File: config.mk
export PLATFORM = sky130hd
export DESIGN_NAME = ccs_clock_select
export DESIGN_NICKNAME = d
export VERILOG_FILES = /design/src/rtl/ccs_pkg.sv /design/src/rtl/ccs_clock_select.sv /design/src/rtl/ccs_divider.sv
export SDC_FILE = /design/constraint.sdc
export NUM_CORES = 1
export LEC_CHECK = 0
export BUFFER_PORTS_ARGS = -buffer_cell sky130_fd_sc_hd__buf_2
export CORE_AREA = 2 2 65 67
export DETAILED_ROUTE_END_ITERATION = 7
export DIE_AREA = 0 0 67 69
export GPL_ROUTABILITY_DRIVEN = 0
export PLACE_DENSITY = 0.74
export SLEW_MARGIN = 25
export SYNTH_ARGS = -nofsm -noshare
export SYNTH_HDL_FRONTEND = slang
export SYNTH_HIERARCHICAL = 1
export SYNTH_SLANG_ARGS = --single-unit
File: constraint.sdc
create_clock -name mclk -period 1.7 [get_ports mclk]
set_input_delay 0.085 -clock mclk [delete_from_list [all_inputs] [get_ports mclk]]
set_output_delay 0.085 -clock mclk [all_outputs]
set_load 0.05 [all_outputs]
File: src/rtl/ccs_pkg.sv
// Package: constants for the clock select control block
package ccs_pkg;
    // ------------------------------------------------------------
    // Register map
    // ------------------------------------------------------------
    localparam logic [15:0] SUB_OSC_MODE_ADDR = 16'hFFF0;
    localparam logic [15:0] SUBCLK_SEL_ADDR = 16'hFFF2;
    localparam logic [7:0] SUB_OSC_MODE_RST = 8'h00;
    localparam logic [7:0] SUBCLK_SEL_RST = 8'h00;
    localparam logic [7:0] MAIN_CLK_CTRL_RST = 8'h02;
    // ------------------------------------------------------------
    // Field positions
    // ------------------------------------------------------------
    localparam int SUB_OSC_STOP_BIT = 0;
    localparam int FEEDBACK_OFF_BIT = 1;
    localparam int CPU_SRC_SEL_BIT = 4;
    localparam int CPU_ON_SUB_BIT = 5;
    localparam int MAIN_DIV_SEL_BIT = 1;
    localparam int MAIN_OSC_STOP_BIT = 7;
    // ------------------------------------------------------------
    // Timing
    // ------------------------------------------------------------
    localparam int SWITCH_OLD_CLOCKS = 2;
    localparam int MAIN_SLOW_DIV_LOG2 = 2;
    localparam int PERIPH_DIV_STAGES = 8;
endpackage

File: src/rtl/ccs_clock_select.sv
// Clock select control: sub oscillator mode, subclock select, cpu clock enable
`timescale 1ns/100ps
module ccs_clock_select #(
    parameter int PERIPH_STAGES = ccs_pkg::PERIPH_DIV_STAGES
) (
    input wire logic mclk,
    input wire logic rst_n,
    input wire logic [15:0] cpu_addr,
    input wire logic cpu_wr,
    input wire logic [7:0] cpu_wdata,
    input wire logic cpu_bit_wr,
    input wire logic [2:0] cpu_bit_sel,
    input wire logic cpu_bit_val,
    input wire logic cpu_rd,
    output logic [7:0] cpu_rdata,
    input wire logic main_divide_select,
    input wire logic main_osc_stop,
    input wire logic sub_clk_pin,
    input wire logic halt_req,
    input wire logic stop_req,
    input wire logic wake,
    output logic cpu_clk_en,
    output logic main_osc_run,
    output logic sub_osc_run,
    output logic feedback_resistor_off,
    output logic cpu_on_sub_status,
    output logic halt_active,
    output logic stop_active,
    output logic stop_refused,
    output logic sub_periph_en,
    output logic [PERIPH_STAGES-1:0] main_periph_en
);
    // ------------------------------------------------------------
    // Elaboration check
    // ------------------------------------------------------------
    if (PERIPH_STAGES < ccs_pkg::MAIN_SLOW_DIV_LOG2 || PERIPH_STAGES > 16) begin : g_chk
        $error("ccs_clock_select: PERIPH_STAGES out of range");
    end

    // Byte after a write or bit write to the addressed register
    function automatic logic [7:0] wr_merge(input logic [7:0] cur, input logic bitw,
                                            input logic [2:0] sel, input logic val,
                                            input logic [7:0] wdata);
        logic [7:0] res;
        res = wdata;
        if (bitw) begin
            res = cur;
            res[sel] = val;
        end
        return res;
    endfunction

    // ------------------------------------------------------------
    // Register file
    // ------------------------------------------------------------
    logic sub_osc_stop_r;
    logic feedback_off_r;
    logic cpu_source_select_r;
    logic any_wr;
    logic [7:0] mode_cur;
    logic [7:0] sel_cur;
    logic [7:0] mode_nxt;
    logic [7:0] sel_nxt;

    assign any_wr = cpu_wr || cpu_bit_wr;
    assign mode_cur = {6'h00, feedback_off_r, sub_osc_stop_r};
    assign sel_cur = {2'h0, cpu_on_sub_status, cpu_source_select_r, 4'h0};
    assign mode_nxt = wr_merge(mode_cur, cpu_bit_wr, cpu_bit_sel, cpu_bit_val, cpu_wdata);
    assign sel_nxt = wr_merge(sel_cur, cpu_bit_wr, cpu_bit_sel, cpu_bit_val, cpu_wdata);

    // Sub oscillator mode; upper bits are not stored, so stray ones read back zero
    always_ff @(posedge mclk or negedge rst_n) begin
        if (!rst_n) begin
            sub_osc_stop_r <= ccs_pkg::SUB_OSC_MODE_RST[ccs_pkg::SUB_OSC_STOP_BIT];
            feedback_off_r <= ccs_pkg::SUB_OSC_MODE_RST[ccs_pkg::FEEDBACK_OFF_BIT];
        end else if (any_wr && cpu_addr == ccs_pkg::SUB_OSC_MODE_ADDR) begin
            sub_osc_stop_r <= mode_nxt[ccs_pkg::SUB_OSC_STOP_BIT];
            feedback_off_r <= mode_nxt[ccs_pkg::FEEDBACK_OFF_BIT];
        end
    end

    // Subclock select; status bit ignores writes
    always_ff @(posedge mclk or negedge rst_n) begin
        if (!rst_n) begin
            cpu_source_select_r <= ccs_pkg::SUBCLK_SEL_RST[ccs_pkg::CPU_SRC_SEL_BIT];
        end else if (any_wr && cpu_addr == ccs_pkg::SUBCLK_SEL_ADDR) begin
            cpu_source_select_r <= sel_nxt[ccs_pkg::CPU_SRC_SEL_BIT];
        end
    end

    // Read data held in a flop; unmapped addresses read zero
    always_ff @(posedge mclk or negedge rst_n) begin
        if (!rst_n) begin
            cpu_rdata <= 8'h00;
        end else if (cpu_rd) begin
            if (cpu_addr == ccs_pkg::SUB_OSC_MODE_ADDR) begin
                cpu_rdata <= mode_cur;
            end else if (cpu_addr == ccs_pkg::SUBCLK_SEL_ADDR) begin
                cpu_rdata <= sel_cur;
            end else begin
                cpu_rdata <= 8'h00;
            end
        end
    end

    assign feedback_resistor_off = feedback_off_r;
    assign sub_osc_run = !sub_osc_stop_r;

    // ------------------------------------------------------------
    // Main oscillator control
    // ------------------------------------------------------------
    logic main_released_r;
    logic main_stop_eff_r;
    logic stop_r;
    logic halt_r;

    // Oscillator held off under reset, released on the first edge after it
    always_ff @(posedge mclk or negedge rst_n) begin
        if (!rst_n) begin
            main_released_r <= 1'b0;
        end else begin
            main_released_r <= 1'b1;
        end
    end

    // Stop request only honoured while running from the sub clock
    always_ff @(posedge mclk or negedge rst_n) begin
        if (!rst_n) begin
            main_stop_eff_r <= ccs_pkg::MAIN_CLK_CTRL_RST[ccs_pkg::MAIN_OSC_STOP_BIT];
        end else if (cpu_on_sub_status) begin
            main_stop_eff_r <= main_osc_stop;
        end
    end

    assign main_osc_run = main_released_r && !main_stop_eff_r && !stop_r;
    // Main oscillator modelled as one tick per mclk while running
    logic main_tick;
    assign main_tick = main_osc_run;

    // ------------------------------------------------------------
    // Dividers
    // ------------------------------------------------------------
    logic [PERIPH_STAGES-1:0] main_div;

    ccs_divider #(
        .STAGES(PERIPH_STAGES)
    ) u_main_div (
        .mclk(mclk),
        .rst_n(rst_n),
        .en(main_tick),
        .tick(main_div)
    );

    // Peripheral clocks vanish when the main oscillator stops
    assign main_periph_en = main_div;

    // ------------------------------------------------------------
    // Sub clock pin: synchroniser and edge detect
    // ------------------------------------------------------------
    logic sub_meta_r;
    logic sub_sync_r;
    logic sub_last_r;
    logic sub_tick;
    logic sub_half_r;
    logic sub_div2_tick;

    // Pin crosses through two flops before use
    always_ff @(posedge mclk or negedge rst_n) begin
        if (!rst_n) begin
            sub_meta_r <= 1'b0;
            sub_sync_r <= 1'b0;
            sub_last_r <= 1'b0;
        end else begin
            sub_meta_r <= sub_clk_pin;
            sub_sync_r <= sub_meta_r;
            sub_last_r <= sub_sync_r;
        end
    end

    assign sub_tick = sub_sync_r && !sub_last_r && sub_osc_run;

    // Halve the sub clock for the cpu
    always_ff @(posedge mclk or negedge rst_n) begin
        if (!rst_n) begin
            sub_half_r <= 1'b0;
        end else if (sub_tick) begin
            sub_half_r <= !sub_half_r;
        end
    end

    assign sub_div2_tick = sub_tick && sub_half_r;
    // Timers, watch timer and display only; keeps running in standby
    assign sub_periph_en = sub_tick;

    // ------------------------------------------------------------
    // Cpu clock selection and switch-over
    // ------------------------------------------------------------
    logic applied_div_r;
    logic [1:0] old_count_r;
    logic switch_pending;
    logic raw_cpu_en;

    assign switch_pending = (cpu_source_select_r != cpu_on_sub_status) ||
        (!cpu_source_select_r && main_divide_select != applied_div_r);

    // Three choices: main, main/4, sub/2
    always_comb begin
        if (cpu_on_sub_status) begin
            raw_cpu_en = sub_div2_tick;
        end else if (applied_div_r) begin
            raw_cpu_en = main_div[ccs_pkg::MAIN_SLOW_DIV_LOG2-1];
        end else begin
            raw_cpu_en = main_tick;
        end
    end

    assign cpu_clk_en = raw_cpu_en && !halt_r && !stop_r;

    // Count old-clock cycles, then swap between two enables
    always_ff @(posedge mclk or negedge rst_n) begin
        if (!rst_n) begin
            old_count_r <= 2'd0;
        end else if (!switch_pending) begin
            old_count_r <= 2'd0;
        end else if (raw_cpu_en) begin
            if (old_count_r == 2'(ccs_pkg::SWITCH_OLD_CLOCKS - 1)) begin
                old_count_r <= 2'd0;
            end else begin
                old_count_r <= old_count_r + 2'd1;
            end
        end
    end

    // Applied selection; status changes only at the swap point
    always_ff @(posedge mclk or negedge rst_n) begin
        if (!rst_n) begin
            cpu_on_sub_status <= ccs_pkg::SUBCLK_SEL_RST[ccs_pkg::CPU_ON_SUB_BIT];
            applied_div_r <= ccs_pkg::MAIN_CLK_CTRL_RST[ccs_pkg::MAIN_DIV_SEL_BIT];
        end else if (switch_pending && raw_cpu_en &&
                     old_count_r == 2'(ccs_pkg::SWITCH_OLD_CLOCKS - 1)) begin
            cpu_on_sub_status <= cpu_source_select_r;
            applied_div_r <= main_divide_select;
        end
    end

    // ------------------------------------------------------------
    // Standby modes
    // ------------------------------------------------------------
    // Halt allowed on either source
    always_ff @(posedge mclk or negedge rst_n) begin
        if (!rst_n) begin
            halt_r <= 1'b0;
        end else if (wake) begin
            halt_r <= 1'b0;
        end else if (halt_req) begin
            halt_r <= 1'b1;
        end
    end

    // Stop refused while on the sub clock, since main cannot be restarted from it
    always_ff @(posedge mclk or negedge rst_n) begin
        if (!rst_n) begin
            stop_r <= 1'b0;
            stop_refused <= 1'b0;
        end else begin
            stop_refused <= stop_req && cpu_on_sub_status;
            if (wake) begin
                stop_r <= 1'b0;
            end else if (stop_req && !cpu_on_sub_status) begin
                stop_r <= 1'b1;
            end
        end
    end

    assign halt_active = halt_r;
    assign stop_active = stop_r;
endmodule

File: src/rtl/ccs_divider.sv
// Ripple-free binary divider producing one-cycle enable pulses
`timescale 1ns/100ps
module ccs_divider #(
    parameter int STAGES = 8
) (
    input wire logic mclk,
    input wire logic rst_n,
    input wire logic en,
    output logic [STAGES-1:0] tick
);
    // ------------------------------------------------------------
    // Elaboration check
    // ------------------------------------------------------------
    if (STAGES < 1 || STAGES > 16) begin : g_chk
        $error("ccs_divider: STAGES must be 1..16");
    end

    logic [STAGES-1:0] count_r;
    logic [STAGES-1:0] all_ones;
    logic ones_run;

    // Prefix and of the count; a running and avoids variable-width part selects
    always_comb begin
        ones_run = 1'b1;
        for (int i = 0; i < STAGES; i++) begin
            ones_run = ones_run && count_r[i];
            all_ones[i] = ones_run;
        end
    end

    // Counter advances only on the source enable
    always_ff @(posedge mclk or negedge rst_n) begin
        if (!rst_n) begin
            count_r <= '0;
        end else if (en) begin
            count_r <= count_r + 1'b1;
        end
    end

    // Stage i pulses once every 2^(i+1) source enables
    always_ff @(posedge mclk or negedge rst_n) begin
        if (!rst_n) begin
            tick <= '0;
        end else begin
            tick <= {STAGES{en}} & all_ones;
        end
    end
endmodule

Word-level counts from Yosys, hierarchy flattened
Index checks and enable logic that the tools add are counted.
{ "word_totals": {"regBits": 40, "latch_bits": 0, "mem_bits_rw": 0, "romBits": 0, "inputBits": 39, "output_inout_bits": 25, "wordCells": 80, "mem_count": 0} }
{ "classes": {"n_addsub": 2, "n_mul": 0, "div": 0, "order_cmp": 2, "eq_ne": 6, "shift": 0, "muxes": 17, "bitwise": 1, "reduce_logical": 34} }
{ "op_table": {"columns": ["cell", "count"], "rows": [
  ["16-bit equality test, second input constant", 2],
  ["1-bit logical AND", 22],
  ["8-bit bitwise mux", 2],
  ["8-bit by 1-bit adder with 8-bit output, second input constant", 1],
  ["8-bit AND", 1],
  ["1-bit logical NOT", 8],
  ["2-bit 2-to-1 mux", 4],
  ["8-bit 2-to-1 mux", 1],
  ["1-bit 2-to-1 mux", 7],
  ["6-bit 2-to-1 mux", 1],
  ["5-bit 2-to-1 mux", 1],
  ["3-bit by 4-bit less-than comparator with 1-bit output, second input constant", 1],
  ["2-bit nonzero test", 2],
  ["1-bit demux with 3-bit select", 1],
  ["3-bit by 1-bit greater-or-equal comparator with 1-bit output, second input constant", 1],
  ["2-bit by 1-bit adder with 2-bit output, second input constant", 1],
  ["2-bit by 1-bit equality test with 1-bit output, second input constant", 1],
  ["1-bit logical OR", 2],
  ["1-bit inequality test", 2],
  ["2-bit by 1-bit inequality test with 1-bit output, second input constant", 1]
]} }

Depth between registers and ports, before layout
{ "logic_depth": {"word_depth": 8, "depth_mapped": 5, "mapped_depth_nobuf": 5} }

Hierarchy
Netlist, hierarchy kept.
{ "modules_own_cells": {"columns": ["module", "n_inst", "cells_per_inst", "area_per_inst_um2", "seq_area_each_um2"], "rows": [
  ["ccs_clock_select", 1, 91, 999.7, 501.7],
  ["ccs_divider", 1, 46, 613.1, 400.4]
]} }

Least setup slack after synthesis
Ideal clock, no wire load.
{ "synth_path": {"path_type": "reg-to-reg", "from": "register stop_r, in the netlist stop_active", "to": "register u_main_div.count_r[6]", "setup_time_ns": 0.079, "arrival_ns": 2.585, "required_ns": 1.621, "slack_ns": -0.964, "path_stages_with_launch": 6, "n_path_buf": 1, "period_less_slack_ns": 2.664, "path_cell_list": "dfrtp_1 -> nor3b_1 -> buf_4 -> nand4_1 -> nor2_1 -> xor2_1"} }
{ "synth_via": {"elab_chain_len": 2} }
{ "synth_rtl": {"columns": ["item", "line_no", "rtl"], "rows": [
  ["start: declaration", "ccs_clock_select.sv:114", "logic stop_r;"],
  ["start signal: assignment", "ccs_clock_select.sv:263", "stop_r <= 1'b0;"],
  ["start signal: assignment", "ccs_clock_select.sv:268", "stop_r <= 1'b0;"],
  ["start signal: assignment", "ccs_clock_select.sv:270", "stop_r <= 1'b1;"],
  ["1-bit logical NOT", "ccs_clock_select.sv:135", "assign main_osc_run = main_released_r && !main_stop_eff_r && !stop_r;"],
  ["1-bit logical AND", "ccs_clock_select.sv:135", null],
  ["net main_osc_run", "ccs_clock_select.sv:23", "output logic main_osc_run,"],
  ["end signal: assignment", "ccs_divider.sv:36", "count_r <= count_r + 1'b1;"],
  ["end: declaration", "ccs_divider.sv:18", "logic [STAGES-1:0] count_r;"]
]} }
The timed path passes the listed nets, and every way through them passes these cells.
A chain may end at the register's enable or synchronous reset.

Worst setup path in the final report
{ "layout_path": {"from": "register applied_div_r", "to": "output port cpu_clk_en"} }
{ "layout_via": {"elab_chain_len": 4} }
{ "layout_rtl": {"columns": ["item", "line_no", "rtl"], "rows": [
  ["start: declaration", "ccs_clock_select.sv:198", "logic applied_div_r;"],
  ["start signal: assignment", "ccs_clock_select.sv:238", "applied_div_r <= ccs_pkg::MAIN_CLK_CTRL_RST[ccs_pkg::MAIN_DIV_SEL_BIT];"],
  ["start signal: assignment", "ccs_clock_select.sv:242", "applied_div_r <= main_divide_select;"],
  ["1-bit 2-to-1 mux", "ccs_clock_select.sv:210", "end else if (applied_div_r) begin"],
  ["1-bit 2-to-1 mux", "ccs_clock_select.sv:208", "if (cpu_on_sub_status) begin"],
  ["1-bit logical AND (2 in a row)", "ccs_clock_select.sv:217", "assign cpu_clk_en = raw_cpu_en && !halt_r && !stop_r;"],
  ["end: declaration", "ccs_clock_select.sv:22", "output logic cpu_clk_en,"]
]} }
No other way between the ends.

==> metrics.csv <==
stage,metric,value,unit
critical_path,family with the most delay on the worst path,simple AND/OR/NAND/NOR gates,
synth,number of standard cells after synthesis,137,
global_route,number of global-route vias before repair,1250,
status,violations in the final reports,negative setup slack,
timing,RSZ-0062 raised after global routing,true,
critical_path,sort of element at the start of the critical path,flip-flop,
power_and_ir_drop,post-layout total power,0.002317,W
timing,min cycle time layout,1.814,ns
synth,portion of netlist area occupied by mux cells,0.04888,
synth,"EDFF count, synth",0,
synth,Post-synth top cells,"35 x sky130_fd_sc_hd__dfrtp_1, 8 x sky130_fd_sc_hd__and2_1, 8 x sky130_fd_sc_hd__nor2_1, 7 x sky130_fd_sc_hd__nand2_1",
critical_path,"critical path, cell by cell",or4b_1 > a22oi_2 > nor3b_4 > buf_6,
synth,most used standard cell by instance count after synthesis,sky130_fd_sc_hd__dfrtp_1,
global_route,first-pass GRT wire length,5278,um
cts,H-Tree Level Count,2,
synth,Synth area leader,sky130_fd_sc_hd__dfrtp_1,
cells_and_area,Total Nets Final,249,
cts,total CTS buffers,5,
timing,clock tree skew after final layout,0.005030,ns
cells_and_area,Antenna Diode Count,0,
detailed_routing,wire per inst,12.46,um
min_path,number of cells traversed by the worst hold path,2,
global_route,antenna violations before repair,0,
timing,Max Clock Freq,551.3,MHz
critical_path,slack of the worst reg-to-reg path,-0.05,ns
critical_path,Worst Reg-to-Reg Cells,6,
detailed_routing,initial DRC count,28,
detailed_routing,number of antenna-violating nets in the routed design,0,
timing,number of pins exceeding their max-slew limit in the final report,0,
synth,Post-Synth XOR/XNOR Area,0.04888,
power_and_ir_drop,PwrDens,1057,nW/um^2
global_route,maximum number of pins on one net before global-route repair,30,
critical_path,type of the setup path with the least slack,reg2out,
die,I/O Pins,64,
cts,clock transition at the registers of the reported paths,0.06,ns
cts,clock tree from TritonCTS,built,
cts,number of buffers on the longest clock path,2,
cells_and_area,final design area excluding fillers,2193,um^2
synth,largest cells by area after synthesis,"sky130_fd_sc_hd__dfrtp_1 54%, sky130_fd_sc_hd__xor2_1 3.3%, sky130_fd_sc_hd__and2_1 3.1%",
die,total number of placement rows,23,
die,initial cell density of the core,0.4121,
cts,clock sink total,36,
cells_and_area,count of fill cells added during filler insertion,340,
global_route,GRT Overall Usage,0.1493,
die,die span in y,69,um
critical_path,slowest CP cell,sky130_fd_sc_hd__or4b_1,
synth,cell area after synthesis,1613,um^2
synth,portion of synthesized cell area occupied by the leading cell type,0.5431,
synth,number of warnings printed during yosys synthesis,6,
synth,syn_area_per_cell,11.77,um^2
critical_path,CP arrival,1.73,ns
status,run status,"finished, violations left",
global_route,Congestion Overflow GR,0,
die,core region area,3914,um^2
timing,setup ws final,-0.1139,ns
synth,share of synthesized registers carrying an async set or reset,1.000,
cts,Worst-Skew Late Latency,0.28,ns
die,floorplan die area,4623,um^2
critical_path,type of element capturing the critical path,primary output,
cells_and_area,layout cells sized above 1,0.4402,
timing,fin crit share,1.067,
timing,final hold violation count,0,
min_path,hold path startpoint,main_osc_stop,
detailed_routing,Post-Route WL,3228,um
placed_design,detailed-placement wirelength estimate,2412,um
placed_design,Port Buffer Count,54,
min_path,Hold WC Path Type,in2reg,
synth,primary flip-flop cell chosen by synthesis mapping,sky130_fd_sc_hd__dfrtp_1,
critical_path,"Data required, critical path",1.62,ns
timing,endpoints failing setup,4,
cts,Clk Tree Root Cell,sky130_fd_sc_hd__clkbuf_8,
detailed_routing,TritonRoute pass-1 iters,4,
synth,register bit count reported by yosys,36,
critical_path,worst flop-to-flop path startpoint,applied_div_r,
critical_path,r2r endpoint,cpu_on_sub_status,
timing,Sum Neg Setup Slack,-0.2206,ns
synth,adder-cell area share of the yosys netlist,0.01552,
critical_path,Critical path buffers and inverters,1,
flow_run,maximum capacitance violations,0,
synth,largest family of logic cells by synthesized area,simple AND/OR/NAND/NOR gates,
cells_and_area,post-synthesis to final-layout area growth,36.00,%
critical_path,crit-path max FO,2,
detailed_routing,count of unresolved DRC violations after routing,0,
detailed_routing,vias per inst,4.784,
min_path,worst hold endpoint,main_stop_eff_r,
synth,number of different library cells in the post-synthesis netlist,38,
synth,simple-gate area share of the yosys netlist,0.2133,
power_and_ir_drop,Leakage,1.120,nW
detailed_routing,via count,1239,
critical_path,largest incremental delay on the critical path,0.52,ns
power_and_ir_drop,Max rail drop VDD,0.0005602,V
synth,sequential area share after synthesis,0.5593,
placed_design,placed instance area,2027,um^2
die,DIE WIDTH,67,um
synth,compound-gate portion of the synthesized area,0.06982,
[worst max-delay path by stage]
stage | start | end | depth (start not counted)
floorplan | stop_active | cpu_clk_en | 3
global placement | applied_div_r | cpu_clk_en | 4
detailed placement | applied_div_r | cpu_clk_en | 4
CTS | applied_div_r | cpu_clk_en | 4
global route | applied_div_r | cpu_clk_en | 4
finish | applied_div_r | cpu_clk_en | 4
[per-stage QoR]
| step | hold WS [ns] | setup slack [ns] | cells | utilization |
|---|---|---|---|---|
| final | 0.04114 | -0.1139 | 259 | 0.5604 |
| after global routing | 0.03242 | -0.1486 | 259 | 0.5604 |
| after CTS | 0.02533 | -0.1473 | 257 | 0.5508 |
| after detailed placement | -0.04998 | 0.03299 | 245 | 0.5179 |
| after global placement | -0.05062 | 0.03714 | 245 | 0.5179 |
| after floorplan | -0.2106 | -0.1903 | 140 | - |
[what timing repair did]
| item | 4_1_cts | 5_1_grt |
|---|---|---|
| hold buffers | 3 | 0 |
| pin swaps | 1 | 1 |
| setup endpoints to repair | 1 | 4 |
| hold endpoints to repair | 38 | 0 |
| resized for setup | 3 | 6 |
| buffers inserted | 1 | 2 |
[flip-flops by register name, indices dropped and copies added, names as in the netlist]
name,cells
cpu_on_sub_status,1
main_released_r,1
u_main_div/count_r,8
u_main_div/tick,8
main_stop_eff_r,1
cpu_source_select_r,1
feedback_resistor_off,1
cpu_rdata,4
stop_refused,1
halt_active,1
sub_osc_stop_r,1
sub_last_r,1
applied_div_r,1
stop_active,1
sub_meta_r,1
old_count_r,2
sub_half_r,1
sub_sync_r,1
[kinds of logic (layout without fill, tap and decap cells)]
family	after synthesis	in the layout
AO/OA/AOI/OAI	16	16
XOR/XNOR	9	9
adder cells (fa/ha/maj)	2	2
buffers and inverters	12	81
flip-flops	36	36
multiplexers	7	7
other	2	5
AND/OR/NAND/NOR	53	53
[area by class of cell]
| type | count | area (um^2) | area share |
|---|---|---|---|
| clock buffer | 7 | 76.32 | 0.03480 |
| clock inverter | 1 | 5.005 | 0.002282 |
| inverter | 6 | 22.52 | 0.01027 |
| multi-input combinational | 92 | 721.9 | 0.3292 |
| sequential | 36 | 903.4 | 0.4119 |
| tap | 50 | 62.56 | 0.02852 |
| timing repair buffer | 67 | 401.6 | 0.1831 |
[power breakdown]
group | switching [W] | internal, W
Clock | 0.000270 | 0.000287
Combinational | 0.000324 | 0.000314
Sequential | 0.000131 | 0.000991
[metal layers]
metal  part of all wire  vias to the layer above  track usage
met5                  0                        -            0
met4             0.0074                        0      0.06122
met3              0.056                        4      0.04405
met2               0.53                       35       0.2552
met1               0.41                      595       0.1695
li1                   -                      605            -
[layout by cell type (no fill, tap or decap), types with 3 or more instances in the layout]
cell and n:
sky130_fd_sc_hd__nand2_1 6, sky130_fd_sc_hd__buf_4 7, sky130_fd_sc_hd__conb_1 5, sky130_fd_sc_hd__nor2_1 8, sky130_fd_sc_hd__clkbuf_8 5, sky130_fd_sc_hd__mux2_4 4
sky130_fd_sc_hd__nand4_1 5, sky130_fd_sc_hd__buf_6 3, sky130_fd_sc_hd__buf_2 53, sky130_fd_sc_hd__dlygate4sd3_1 3, sky130_fd_sc_hd__xor2_1 6, sky130_fd_sc_hd__and2_1 8
sky130_fd_sc_hd__a21oi_1 3, sky130_fd_sc_hd__o21ai_0 3, sky130_fd_sc_hd__nand3_2 4, sky130_fd_sc_hd__xnor2_1 3, sky130_fd_sc_hd__nor2b_1 4, sky130_fd_sc_hd__inv_1 6
sky130_fd_sc_hd__nand3_1 3, sky130_fd_sc_hd__dfrtp_1 34
No activity file was read; power rests on OpenSTA's default activity.
